### src/logic/tmon_pkg.sv
// Shared constants, types and helper functions of the thermal monitor.
`default_nettype none

package tmon_pkg;

    // Register word addresses; each 64-bit register spans two aligned words.
    localparam logic [31:0] ADDR_SAMPLE_LO = 32'h1fe00198;
    localparam logic [31:0] ADDR_SAMPLE_HI = 32'h1fe0019c;
    localparam logic [31:0] ADDR_HICFG_LO = 32'h3ff01460;
    localparam logic [31:0] ADDR_HICFG_HI = 32'h3ff01464;
    localparam logic [31:0] ADDR_LOCFG_LO = 32'h3ff01468;
    localparam logic [31:0] ADDR_LOCFG_HI = 32'h3ff0146c;
    localparam logic [31:0] ADDR_PEND_LO = 32'h3ff01470;
    localparam logic [31:0] ADDR_PEND_HI = 32'h3ff01474;
    localparam logic [31:0] ADDR_MASK = 32'h3ff01478;

    // Alarm group layout inside a 64-bit configuration register.
    localparam int GROUPS = 4;
    localparam int GRP_STEP = 16;
    localparam int LIMIT_LSB = 0;
    localparam int LIMIT_W = 8;
    localparam int ARM_BIT = 8;
    localparam int SRC_LSB = 10;
    localparam int SRC_W = 2;
    localparam logic [63:0] CFG_WMASK = 64'h0dff_0dff_0dff_0dff;
    localparam logic [63:0] CFG_RESET = 64'h0000_0000_0000_0000;

    // Pending flags, mask and sample register fields.
    localparam int PEND_HIGH_BIT = 0;
    localparam int PEND_LOW_BIT = 1;
    localparam logic [1:0] PEND_RESET = 2'h0;
    localparam logic [1:0] MASK_RESET = 2'h3;
    localparam int OVR_A_BIT = 24;
    localparam int OVR_B_BIT = 25;
    localparam int RAW_W = 16;
    localparam logic [RAW_W-1:0] RAW_RESET = 16'h0000;
    localparam logic [31:0] RDATA_RESET = 32'h0000_0000;

    // Conversion: celsius = raw * 731 / 0x4000 - 273.
    localparam logic [9:0] RAW_GAIN = 10'h2db;
    localparam int RAW_SHIFT = 14;
    localparam logic signed [12:0] TEMP_OFFSET_C = 13'sh111;
    localparam logic signed [12:0] OVER_RANGE_C = 13'sh07d;

    typedef enum logic [3:0] {
        REG_NONE = 4'h0,
        REG_SAMPLE_LO = 4'h1,
        REG_SAMPLE_HI = 4'h2,
        REG_HICFG_LO = 4'h3,
        REG_HICFG_HI = 4'h4,
        REG_LOCFG_LO = 4'h5,
        REG_LOCFG_HI = 4'h6,
        REG_PEND_LO = 4'h7,
        REG_PEND_HI = 4'h8,
        REG_MASK = 4'h9
    } tmon_reg_e;

    typedef struct packed {
        logic psel;
        logic penable;
        logic pwrite;
        logic [31:0] paddr;
        logic [31:0] pwdata;
        logic [3:0] pstrb;
    } tmon_apb_req_s;

    typedef struct packed {
        logic [31:0] prdata;
        logic pready;
        logic pslverr;
    } tmon_apb_rsp_s;

    typedef struct packed {
        logic [RAW_W-1:0] meta;
        logic [RAW_W-1:0] stable;
    } tmon_sync_s;

    function automatic logic signed [12:0] raw_to_celsius(input logic [RAW_W-1:0] raw);
        logic [25:0] prod;
        prod = 26'(raw) * 26'(RAW_GAIN);
        return $signed({1'b0, prod[25:RAW_SHIFT]}) - TEMP_OFFSET_C;
    endfunction

    function automatic logic [31:0] apply_strb(input logic [31:0] old,
                                               input logic [31:0] wd,
                                               input logic [3:0] strb);
        logic [31:0] res;
        res = old;
        for (int i = 0; i < 4; i++) begin
            if (strb[i]) begin
                res[i*8 +: 8] = wd[i*8 +: 8];
            end
        end
        return res;
    endfunction

endpackage

`default_nettype wire

### src/logic/tmon_alarm_grp.sv
// One threshold group: compares the selected sensor against its limit.
`default_nettype none

module tmon_alarm_grp
    import tmon_pkg::*;
#(
    parameter bit HIGH_SIDE = 1'b1
) (
    input wire logic [GRP_STEP-1:0] grp_cfg,
    input wire logic signed [12:0] temp_a,
    input wire logic signed [12:0] temp_b,
    output logic hit
);

    logic signed [12:0] limit;
    logic signed [12:0] temp_sel;
    logic arm;

    // The limit is a signed byte of whole degrees.
    assign limit = $signed({{5{grp_cfg[LIMIT_LSB+LIMIT_W-1]}}, grp_cfg[LIMIT_LSB +: LIMIT_W]});
    assign arm = grp_cfg[ARM_BIT];
    // RL9
    assign temp_sel = (grp_cfg[SRC_LSB +: SRC_W] == 2'h0) ? temp_a : temp_b;

    always_comb begin
        if (!arm) begin
            hit = 1'b0; // RL8
        end else if (HIGH_SIDE) begin
            hit = temp_sel > limit; // RL6
        end else begin
            hit = temp_sel < limit; // RL7
        end
    end

endmodule // tmon_alarm_grp

`default_nettype wire

### src/logic/tmon_core.sv
// Thermal monitor: sensor readout, threshold alarms and interrupt over APB.
//
// The implementer's own choice: the APB register port.
`default_nettype none

// Notes on behaviour
// RL1 - Both sensor readings appear together in one read-only sample register.
// RL2 - Sensor A over-range flag is set while its temperature exceeds 125 C.
// RL3 - Sensor B over-range flag sits at bit 25, set above 125 C.
// RL4 - Celsius equals raw times 731, divided by 0x4000, minus 273.
// RL5 - Four high and four low alarm groups, each limit, arm and source.
// RL6 - An armed high group fires when its sensor rises above the limit.
// RL7 - An armed low group fires when its sensor falls below the limit.
// RL8 - A group whose arm bit is zero never fires.
// RL9 - The source field picks sensor A with 0, sensor B otherwise.
// RL10 - High group 0: limit bits 7..0, arm bit 8, source bits 11..10.
// RL11 - High groups 1 to 3 repeat that layout every 16 bits.
// RL12 - The low alarm register uses the very same group layout.
// RL13 - Pending flags: bit 0 high alarm, bit 1 low alarm.
// RL14 - Any write to the pending register clears the pending flags.
// RL15 - Pending flags are sticky ORs of all armed groups of each kind.
// RL16 - One interrupt output is high while an enabled pending flag is set.
module tmon_core
    import tmon_pkg::*;
(
    input wire logic pclk,
    input wire logic presetn,
    input wire tmon_apb_req_s apb_req,
    output tmon_apb_rsp_s apb_rsp,
    input wire logic [RAW_W-1:0] sensor_a_raw,
    input wire logic [RAW_W-1:0] sensor_b_raw,
    output logic thermal_irq
);

    typedef struct packed {
        logic sensor_a_over_range;
        logic sensor_b_over_range;
        logic [RAW_W-1:0] raw_a_last;
        logic [RAW_W-1:0] raw_b_last;
        logic [RAW_W-1:0] raw_a_ok;
        logic [RAW_W-1:0] raw_b_ok;
        logic [63:0] high_alarm_config;
        logic [63:0] low_alarm_config;
        logic [1:0] alarm_pending_flags;
        logic [1:0] irq_mask;
        logic [31:0] rdata;
        logic irq;
    } tmon_core_s;

    tmon_core_s st_r;
    tmon_core_s st_nxt;

    logic [RAW_W-1:0] raw_a_s;
    logic [RAW_W-1:0] raw_b_s;
    logic signed [12:0] temp_a;
    logic signed [12:0] temp_b;
    logic [GROUPS-1:0] high_hit;
    logic [GROUPS-1:0] low_hit;
    logic high_any;
    logic low_any;
    logic setup;
    logic access;
    logic wr;
    logic pend_clr;
    tmon_reg_e sel;

    // Each register word answers only at its exact word-aligned byte address.
    function automatic tmon_reg_e decode(input logic [31:0] addr);
        tmon_reg_e r;
        r = REG_NONE;
        if (addr == ADDR_SAMPLE_LO) begin
            r = REG_SAMPLE_LO;
        end else if (addr == ADDR_SAMPLE_HI) begin
            r = REG_SAMPLE_HI;
        end else if (addr == ADDR_HICFG_LO) begin
            r = REG_HICFG_LO;
        end else if (addr == ADDR_HICFG_HI) begin
            r = REG_HICFG_HI;
        end else if (addr == ADDR_LOCFG_LO) begin
            r = REG_LOCFG_LO;
        end else if (addr == ADDR_LOCFG_HI) begin
            r = REG_LOCFG_HI;
        end else if (addr == ADDR_PEND_LO) begin
            r = REG_PEND_LO;
        end else if (addr == ADDR_PEND_HI) begin
            r = REG_PEND_HI;
        end else if (addr == ADDR_MASK) begin
            r = REG_MASK;
        end
        return r;
    endfunction

    // The analog readings change with no relation to pclk.
    tmon_sync u_sync_a (
        .pclk(pclk),
        .presetn(presetn),
        .async_in(sensor_a_raw),
        .sync_out(raw_a_s)
    );

    tmon_sync u_sync_b (
        .pclk(pclk),
        .presetn(presetn),
        .async_in(sensor_b_raw),
        .sync_out(raw_b_s)
    );

    assign temp_a = raw_to_celsius(st_r.raw_a_ok); // RL4
    assign temp_b = raw_to_celsius(st_r.raw_b_ok); // RL4

    // Each group owns one 16-bit slice of its alarm register.
    for (genvar g = 0; g < GROUPS; g++) begin : g_grp
        // RL5
        tmon_alarm_grp #(
            .HIGH_SIDE(1'b1)
        ) u_high (
            .grp_cfg(st_r.high_alarm_config[g*GRP_STEP +: GRP_STEP]), // RL10 RL11
            .temp_a(temp_a),
            .temp_b(temp_b),
            .hit(high_hit[g])
        );

        tmon_alarm_grp #(
            .HIGH_SIDE(1'b0)
        ) u_low (
            .grp_cfg(st_r.low_alarm_config[g*GRP_STEP +: GRP_STEP]), // RL12
            .temp_a(temp_a),
            .temp_b(temp_b),
            .hit(low_hit[g])
        );
    end

    assign high_any = |high_hit; // RL15
    assign low_any = |low_hit; // RL15

    assign setup = apb_req.psel && !apb_req.penable;
    assign access = apb_req.psel && apb_req.penable;
    assign sel = decode(apb_req.paddr);
    assign wr = access && apb_req.pwrite;
    // Either word of the pending register clears it, whatever the data or strobes.
    assign pend_clr = wr && ((sel == REG_PEND_LO) || (sel == REG_PEND_HI)); // RL14

    always_comb begin
        st_nxt = st_r;

        st_nxt.sensor_a_over_range = temp_a > OVER_RANGE_C; // RL2
        st_nxt.sensor_b_over_range = temp_b > OVER_RANGE_C; // RL3

        // Each bit is synchronised on its own, so a reading caught mid-change may be
        // torn; a reading is taken only once two successive samples agree.
        st_nxt.raw_a_last = raw_a_s;
        st_nxt.raw_b_last = raw_b_s;
        if (raw_a_s == st_r.raw_a_last) begin
            st_nxt.raw_a_ok = raw_a_s; // RL4
        end
        if (raw_b_s == st_r.raw_b_last) begin
            st_nxt.raw_b_ok = raw_b_s; // RL4
        end

        // Read data is captured in the setup cycle so prdata comes from a flop.
        if (setup) begin
            unique case (sel)
                REG_NONE: st_nxt.rdata = RDATA_RESET;
                REG_SAMPLE_LO: begin
                    st_nxt.rdata = RDATA_RESET;
                    st_nxt.rdata[OVR_A_BIT] = st_r.sensor_a_over_range; // RL2
                    st_nxt.rdata[OVR_B_BIT] = st_r.sensor_b_over_range; // RL3
                end
                REG_SAMPLE_HI: st_nxt.rdata = {st_r.raw_b_ok, st_r.raw_a_ok}; // RL1
                REG_HICFG_LO: st_nxt.rdata = st_r.high_alarm_config[31:0];
                REG_HICFG_HI: st_nxt.rdata = st_r.high_alarm_config[63:32];
                REG_LOCFG_LO: st_nxt.rdata = st_r.low_alarm_config[31:0];
                REG_LOCFG_HI: st_nxt.rdata = st_r.low_alarm_config[63:32];
                REG_PEND_LO: st_nxt.rdata = {30'h0, st_r.alarm_pending_flags}; // RL13
                REG_PEND_HI: st_nxt.rdata = RDATA_RESET;
                REG_MASK: st_nxt.rdata = {30'h0, st_r.irq_mask};
                default: st_nxt.rdata = RDATA_RESET;
            endcase
        end

        // Reserved bits of the alarm registers are never stored and read back as zero.
        if (wr) begin
            unique case (sel)
                REG_HICFG_LO: begin
                    st_nxt.high_alarm_config[31:0] = apply_strb(
                        st_r.high_alarm_config[31:0], apb_req.pwdata, apb_req.pstrb)
                        & CFG_WMASK[31:0];
                end
                REG_HICFG_HI: begin
                    st_nxt.high_alarm_config[63:32] = apply_strb(
                        st_r.high_alarm_config[63:32], apb_req.pwdata, apb_req.pstrb)
                        & CFG_WMASK[63:32];
                end
                REG_LOCFG_LO: begin
                    st_nxt.low_alarm_config[31:0] = apply_strb(
                        st_r.low_alarm_config[31:0], apb_req.pwdata, apb_req.pstrb)
                        & CFG_WMASK[31:0];
                end
                REG_LOCFG_HI: begin
                    st_nxt.low_alarm_config[63:32] = apply_strb(
                        st_r.low_alarm_config[63:32], apb_req.pwdata, apb_req.pstrb)
                        & CFG_WMASK[63:32];
                end
                REG_MASK: begin
                    st_nxt.irq_mask = 2'(apply_strb({30'h0, st_r.irq_mask},
                        apb_req.pwdata, apb_req.pstrb));
                end
                default: begin
                    st_nxt.irq_mask = st_r.irq_mask;
                end
            endcase
        end

        // A condition present in the clearing cycle sets its flag again.
        st_nxt.alarm_pending_flags = pend_clr ? PEND_RESET : st_r.alarm_pending_flags; // RL14
        st_nxt.alarm_pending_flags[PEND_HIGH_BIT] =
            st_nxt.alarm_pending_flags[PEND_HIGH_BIT] | high_any; // RL13 RL15
        st_nxt.alarm_pending_flags[PEND_LOW_BIT] =
            st_nxt.alarm_pending_flags[PEND_LOW_BIT] | low_any; // RL13 RL15

        st_nxt.irq = |(st_nxt.alarm_pending_flags & st_nxt.irq_mask); // RL16
    end

    always_ff @(posedge pclk or negedge presetn) begin
        if (!presetn) begin
            st_r <= '{
                sensor_a_over_range: 1'b0,
                sensor_b_over_range: 1'b0,
                raw_a_last: RAW_RESET,
                raw_b_last: RAW_RESET,
                raw_a_ok: RAW_RESET,
                raw_b_ok: RAW_RESET,
                high_alarm_config: CFG_RESET,
                low_alarm_config: CFG_RESET,
                alarm_pending_flags: PEND_RESET,
                irq_mask: MASK_RESET,
                rdata: RDATA_RESET,
                irq: 1'b0
            };
        end else begin
            st_r <= st_nxt;
        end
    end

    // Zero wait states; unmapped addresses answer with an error.
    assign apb_rsp = '{
        prdata: st_r.rdata,
        pready: 1'b1,
        pslverr: access && (sel == REG_NONE)
    };
    assign thermal_irq = st_r.irq;

    AST_RAW_READ: assert property (@(posedge pclk) disable iff (!presetn) // RL1
        (setup && sel == REG_SAMPLE_HI)
        |=> apb_rsp.prdata == $past({st_r.raw_b_ok, st_r.raw_a_ok}))
        else $error("sample readout does not show both raw readings");

    AST_OVR_A: assert property (@(posedge pclk) disable iff (!presetn) // RL2
        st_r.sensor_a_over_range == $past(temp_a > OVER_RANGE_C))
        else $error("sensor A over-range flag wrong");

    AST_OVR_B_READ: assert property (@(posedge pclk) disable iff (!presetn) // RL3
        (setup && sel == REG_SAMPLE_LO)
        |=> apb_rsp.prdata[OVR_B_BIT] == $past(st_r.sensor_b_over_range)
            && apb_rsp.prdata[23:0] == 24'h0)
        else $error("sensor B over-range flag not at its bit");

    AST_HIGH_SET: assert property (@(posedge pclk) disable iff (!presetn) // RL6
        high_any |=> st_r.alarm_pending_flags[PEND_HIGH_BIT]
            && (thermal_irq || !st_r.irq_mask[PEND_HIGH_BIT]))
        else $error("high alarm did not set its flag");

    AST_LOW_SET: assert property (@(posedge pclk) disable iff (!presetn) // RL7
        low_any |=> st_r.alarm_pending_flags[PEND_LOW_BIT])
        else $error("low alarm did not set its flag");

    AST_DISARMED: assert property (@(posedge pclk) disable iff (!presetn) // RL8
        (!st_r.high_alarm_config[ARM_BIT] |-> !high_hit[0])
        and (!st_r.low_alarm_config[GRP_STEP+ARM_BIT] |-> !low_hit[1]))
        else $error("disarmed group produced a hit");

    AST_CLEAR: assert property (@(posedge pclk) disable iff (!presetn) // RL14
        (pend_clr && !high_any && !low_any) |=> st_r.alarm_pending_flags == 2'h0)
        else $error("status write did not clear pending flags");

    AST_STICKY: assert property (@(posedge pclk) disable iff (!presetn) // RL15
        (st_r.alarm_pending_flags[PEND_LOW_BIT] && !pend_clr)
        |=> st_r.alarm_pending_flags[PEND_LOW_BIT])
        else $error("pending flag dropped without a status write");

    AST_IRQ: assert property (@(posedge pclk) disable iff (!presetn) // RL16
        thermal_irq == |(st_r.alarm_pending_flags & st_r.irq_mask))
        else $error("interrupt output disagrees with pending flags");

    AST_CFG_WRITE: assert property (@(posedge pclk) disable iff (!presetn) // RL10
        (wr && sel == REG_HICFG_LO && apb_req.pstrb == 4'hf)
        |=> st_r.high_alarm_config[31:0] == ($past(apb_req.pwdata) & CFG_WMASK[31:0]))
        else $error("high alarm group write not stored");

    // Further checks on the readout, the alarm registers and the interrupt path.
    AST_OVR_B: assert property (@(posedge pclk) disable iff (!presetn) // RL3
        st_r.sensor_b_over_range == $past(temp_b > OVER_RANGE_C))
        else $error("sensor B over-range flag wrong");

    AST_OVR_A_READ: assert property (@(posedge pclk) disable iff (!presetn) // RL2
        (setup && sel == REG_SAMPLE_LO)
        |=> apb_rsp.prdata[OVR_A_BIT] == $past(st_r.sensor_a_over_range)
            && apb_rsp.prdata[31:26] == 6'h0)
        else $error("sensor A over-range flag not at its bit");

    AST_HOLD_TORN: assert property (@(posedge pclk) disable iff (!presetn) // RL4
        (raw_a_s != st_r.raw_a_last) |=> st_r.raw_a_ok == $past(st_r.raw_a_ok))
        else $error("reading taken before two samples agreed");

    AST_HIGH_UPPER: assert property (@(posedge pclk) disable iff (!presetn) // RL11
        (wr && sel == REG_HICFG_HI && apb_req.pstrb == 4'hf)
        |=> st_r.high_alarm_config[63:32] == ($past(apb_req.pwdata) & CFG_WMASK[63:32]))
        else $error("high alarm groups 2 and 3 write not stored");

    AST_LOW_CFG: assert property (@(posedge pclk) disable iff (!presetn) // RL12
        (wr && sel == REG_LOCFG_LO && apb_req.pstrb == 4'hf)
        |=> st_r.low_alarm_config[31:0] == ($past(apb_req.pwdata) & CFG_WMASK[31:0]))
        else $error("low alarm groups 0 and 1 write not stored");

    AST_LOW_UPPER: assert property (@(posedge pclk) disable iff (!presetn) // RL12
        (wr && sel == REG_LOCFG_HI && apb_req.pstrb == 4'hf)
        |=> st_r.low_alarm_config[63:32] == ($past(apb_req.pwdata) & CFG_WMASK[63:32]))
        else $error("low alarm groups 2 and 3 write not stored");

    AST_SOURCE_B: assert property (@(posedge pclk) disable iff (!presetn) // RL9
        (st_r.low_alarm_config[ARM_BIT] && st_r.low_alarm_config[SRC_LSB] == 1'b1
            && temp_b >= $signed(st_r.low_alarm_config[7:0])) |-> !low_hit[0])
        else $error("low group 0 followed the wrong sensor");

    AST_PEND_READ: assert property (@(posedge pclk) disable iff (!presetn) // RL13
        (setup && sel == REG_PEND_LO)
        |=> apb_rsp.prdata == {30'h0, $past(st_r.alarm_pending_flags)})
        else $error("pending flags read back wrong");

    AST_CLEAR_HIGH: assert property (@(posedge pclk) disable iff (!presetn) // RL14
        (pend_clr && !high_any) |=> !st_r.alarm_pending_flags[PEND_HIGH_BIT])
        else $error("high flag survived a status write");

    AST_LOW_IRQ: assert property (@(posedge pclk) disable iff (!presetn) // RL16
        low_any |=> thermal_irq || !st_r.irq_mask[PEND_LOW_BIT])
        else $error("low alarm did not raise the interrupt");

endmodule // tmon_core

`default_nettype wire

### src/logic/tmon_sync.sv
// Two-stage synchroniser for a raw sensor reading.
`default_nettype none

module tmon_sync
    import tmon_pkg::*;
(
    input wire logic pclk,
    input wire logic presetn,
    input wire logic [RAW_W-1:0] async_in,
    output logic [RAW_W-1:0] sync_out
);

    tmon_sync_s st_r;
    tmon_sync_s st_nxt;

    always_comb begin
        st_nxt.meta = async_in;
        st_nxt.stable = st_r.meta;
    end

    always_ff @(posedge pclk or negedge presetn) begin
        if (!presetn) begin
            st_r <= '{meta: RAW_RESET, stable: RAW_RESET};
        end else begin
            st_r <= st_nxt;
        end
    end

    assign sync_out = st_r.stable;

endmodule // tmon_sync

`default_nettype wire

### config.mk
export PLATFORM = sky130hd
export DESIGN_NAME = tmon_core
export DESIGN_NICKNAME = d
export VERILOG_FILES = /design/src/logic/tmon_pkg.sv /design/src/logic/tmon_alarm_grp.sv /design/src/logic/tmon_core.sv /design/src/logic/tmon_sync.sv
export SDC_FILE = /design/constraint.sdc
export NUM_CORES = 1
export LEC_CHECK = 0
export ABC_CLOCK_PERIOD_IN_PS = 9610
export BUFFER_PORTS_ARGS = -buffer_cell sky130_fd_sc_hd__buf_4
export CAP_MARGIN = 20
export CORE_AREA = 5 5 192 194
export CTS_CLUSTER_DIAMETER = 150
export DETAILED_ROUTE_END_ITERATION = 7
export DIE_AREA = 0 0 197 199
export PLACE_DENSITY = 0.76
export SYNTH_ARGS = -nofsm -noshare
export SYNTH_HDL_FRONTEND = slang
export SYNTH_SLANG_ARGS = --single-unit
### constraint.sdc
create_clock -name pclk -period 9.61 [get_ports pclk]
set_input_delay 0 -clock pclk [delete_from_list [all_inputs] [get_ports pclk]]
set_output_delay 0 -clock pclk [all_outputs]
set_load 0.1 [all_outputs]
==> impl_metrics.json <==
{
  "status": "completed",
  "start_util_pct": 59.1,
  "synth-main-ff-cell": "dfrtp_1",
  "final_net_count": 2719,
  "worstSetupPathType": "reg -> reg",
  "max_cap_viol_count": 0,
  "io_pins": 140,
  "endpoint_kind": "register",
  "grt_overflow": 0,
  "final_area_sq_um": 23600,
  "cts.sinks": 255,
  "syn_area_sq_um": 20700,
  "cts-root-buf": "clkbuf_16",
  "routed_wl_um": 54600,
  "synth_warnings": 0,
  "first_pass_iters": 6,
  "cts_setup_buffers": 0,
  "cpPeakStageDelay_ps": 590,
  "clk_pin_slew_ps": 60,
  "areaGrowthSynthToFinish_pct": 14.0,
  "gp_congestion": 0.955,
  "synth_top_area_share_pct": 30.6,
  "row_count": 69,
  "die-width_um": 197,
  "cts_tree": "built",
  "track_usage_pct": 28.3,
  "synth_area_leader_cell": "dfrtp_1",
  "grt_max_degree": 110,
  "placed_area_sq_um": 22000,
  "synthArstFlopShare_pct": 100,
  "yosysMostFrequentCell": "inv_1",
  "syn-num-nets": 2569,
  "pre_cts_slack_ps": 831,
  "grt_pass1_wl_um": 88600,
  "synthTopCellsByCount": "286 x inv_1, 254 x ha_1, 253 x dfrtp_1, 157 x nand2_1, 136 x a21oi_1",
  "synth-seq-area-share_pct": 30.8,
  "avgSynthCellArea_sq_um": 9.84,
  "die_h_um": 199,
  "setup_ws_ps": 728,
  "startpoint_type": "register",
  "slew_violations": 0,
  "critPathMaxFanout": 10,
  "drc": 0,
  "critPathArrivalTime_ps": 9380,
  "p_sw_mw": 0.646,
  "crit_required_ps": 10110,
  "rsz0062_at_grt": "false",
  "viasPerCell": 5.85,
  "crit_top_cell": "a21o_1",
  "ir_worst_vdd_uv": 139,
  "power_density_nw_per_um2": 107,
  "setup_tns_ps": 0,
  "crit_slowest_cell": "dfrtp_1",
  "ys_ff_latch": 255,
  "n_antenna_cell": 0,
  "p_sw_share_pct": 25.7,
  "max_freq_ghz": 0.113,
  "period_share_pct": 92.4,
  "core_sq_um": 35100,
  "min_period_ps": 8880,
  "cts-buffers-inserted": 28,
  "num_vias": 16000,
  "setup_viol": 0,
  "synth_cell_types": 88,
  "synthTopCellsByArea": "dfrtp_1 31%, ha_1 15%, fa_1 10%, mux2_2 5.8%, inv_1 5.2%",
  "drtAntennaViolNets": 0,
  "wl_per_cell_um": 20.0,
  "slew_headroom_pct": 24.1,
  "seqPwrFrac_pct": 44.7,
  "port_buffers": 128,
  "clock_latency_ps": 570,
  "hold-worst-slack_ps": 96.0,
  "clkPwrFrac_pct": 44.8,
  "hold_path.class": "in -> async",
  "dp_hpwl_um": 42200,
  "hold_viol": 0,
  "synth-edff-count": 0,
  "drt_iter0_drc": 1295,
  "p_leak_nw": 12.1,
  "antenna_found_initial": 0,
  "max_slew.worst_pin.slew_ps": 1140,
  "htreeDepth": 1,
  "postLayoutCoreUtil_pct": 67.4,
  "clk_path_buf_depth": 3,
  "skew_ps": 43.3,
  "dieArea_sq_um": 39200,
  "drive_gt1_share_pct": 16.2,
  "first_global_vias": 16700,
  "postSynthCellCount": 2106,
  "share_comb_of_total_power_pct": 10.5,
  "intPower_mw": 1.87
}
cells in the final DEF, fill, tap and decap left out, drive strengths merged, types with 11 or more instances in the layout:
cell,n
a222oi,22
dlygate4sd3,60
buf,155
nand4,38
dfrtp,253
mux2i,35
xnor2,57
o21a,18
nor2b,13
xor2,43
a21oi,139
fa,104
mux2,108
nor2,101
ha,254
o21ai,104
nor4,11
or2,13
clkbuf,37
a21o,40
nand2,158
inv,289
nand2b,15
nand3,40
nor3,13
final timing paths:
kind	from	end	slack, ps	cells after the start
worst max-delay path	st_r[187]$_DFFE_PN0N_	thermal_irq$_DFF_PN0_	730	38
worst min-delay path	presetn	u_sync_a.st_nxt[9]$_DFF_PN0_	100	2
worst max register to register	st_r[187]$_DFFE_PN0N_	thermal_irq$_DFF_PN0_	730	38
worst min register to register	u_sync_b.st_nxt[7]$_DFF_PN0_	u_sync_b.sync_out[7]$_DFF_PN0_	340	0
max in group asynchronous	presetn	apb_rsp[27]$_DFFE_PN0P_	8170	3
min in group pclk	apb_req[40]	st_r[109]$_DFFE_PN0P_	100	4
critical path: cells and delay by family (launching register included):
family                   cells  cell delay [ps]
AO/OA/AOI/OAI               12             2270
multiplexers                 2              280
XOR/XNOR                     2              500
AND/OR/NAND/NOR              9             1440
buffers and inverters        5              430
adder cells (fa/ha/maj)      8             3350
flip-flops                   1              590
per-layer routing:
| layer | vias to the layer above | global-route usage (%) | wire length (um) |
|---|---|---|---|
| met4 | 0 | 10.9 | 2300 |
| met3 | 141 | 3.61 | 2950 |
| met2 | 471 | 48.7 | 26600 |
| met1 | 7852 | 36.9 | 22800 |
| li1 | 7549 | - | - |
| met5 | - | 0 | 0 |
what timing repair did:
| action | in CTS | in global routing |
|---|---|---|
| gates resized for setup | 0 | 0 |
| hold endpoints to repair | 240 | 0 |
| hold buffers | 60 | 0 |
state kept, by name, summed over array words and instances, names as in the netlist:
register	count
apb_rsp	32
st_r	158
thermal_irq	1
u_sync_a.st_nxt	16
u_sync_a.sync_out	16
u_sync_b.st_nxt	16
u_sync_b.sync_out	16
through the flow:
stage                     power (mW)  std cells
after detailed placement        1.39       2626
after global routing            2.59       2737
final                           2.52       2737
after floorplan                 1.30       2106
after global placement          1.38       2626
after CTS                       2.53       2736
area by class of cell:
class	instances	area, sq um
clock buffers	37	816
clock inverters	13	154
fillers	2786	11400
inverters	287	1080
multi-input cells	1469	12800
flip-flops and latches	255	6380
well taps	461	577
repair buffers	215	1790
power by group through the flow:
stage               Clock [mW]  Combinational, mW  Sequential (mW)
floorplan                    0              0.162             1.14
global placement             0              0.239             1.14
detailed placement           0              0.244             1.14
CTS                       1.14              0.264             1.13
global route              1.18              0.283             1.13
finish                    1.13              0.265             1.13
cell families after synthesis:
kind of cell / synth area share (%)
XOR/XNOR: 4.45
flip-flops: 30.8
AND/OR/NAND/NOR: 10.7
AO/OA/AOI/OAI: 13.5
buffers and inverters: 7.57
adder cells (fa/ha/maj): 25.4
multiplexers: 7.56
other: 0.0181
No activity file was read; power rests on OpenSTA's default activity.
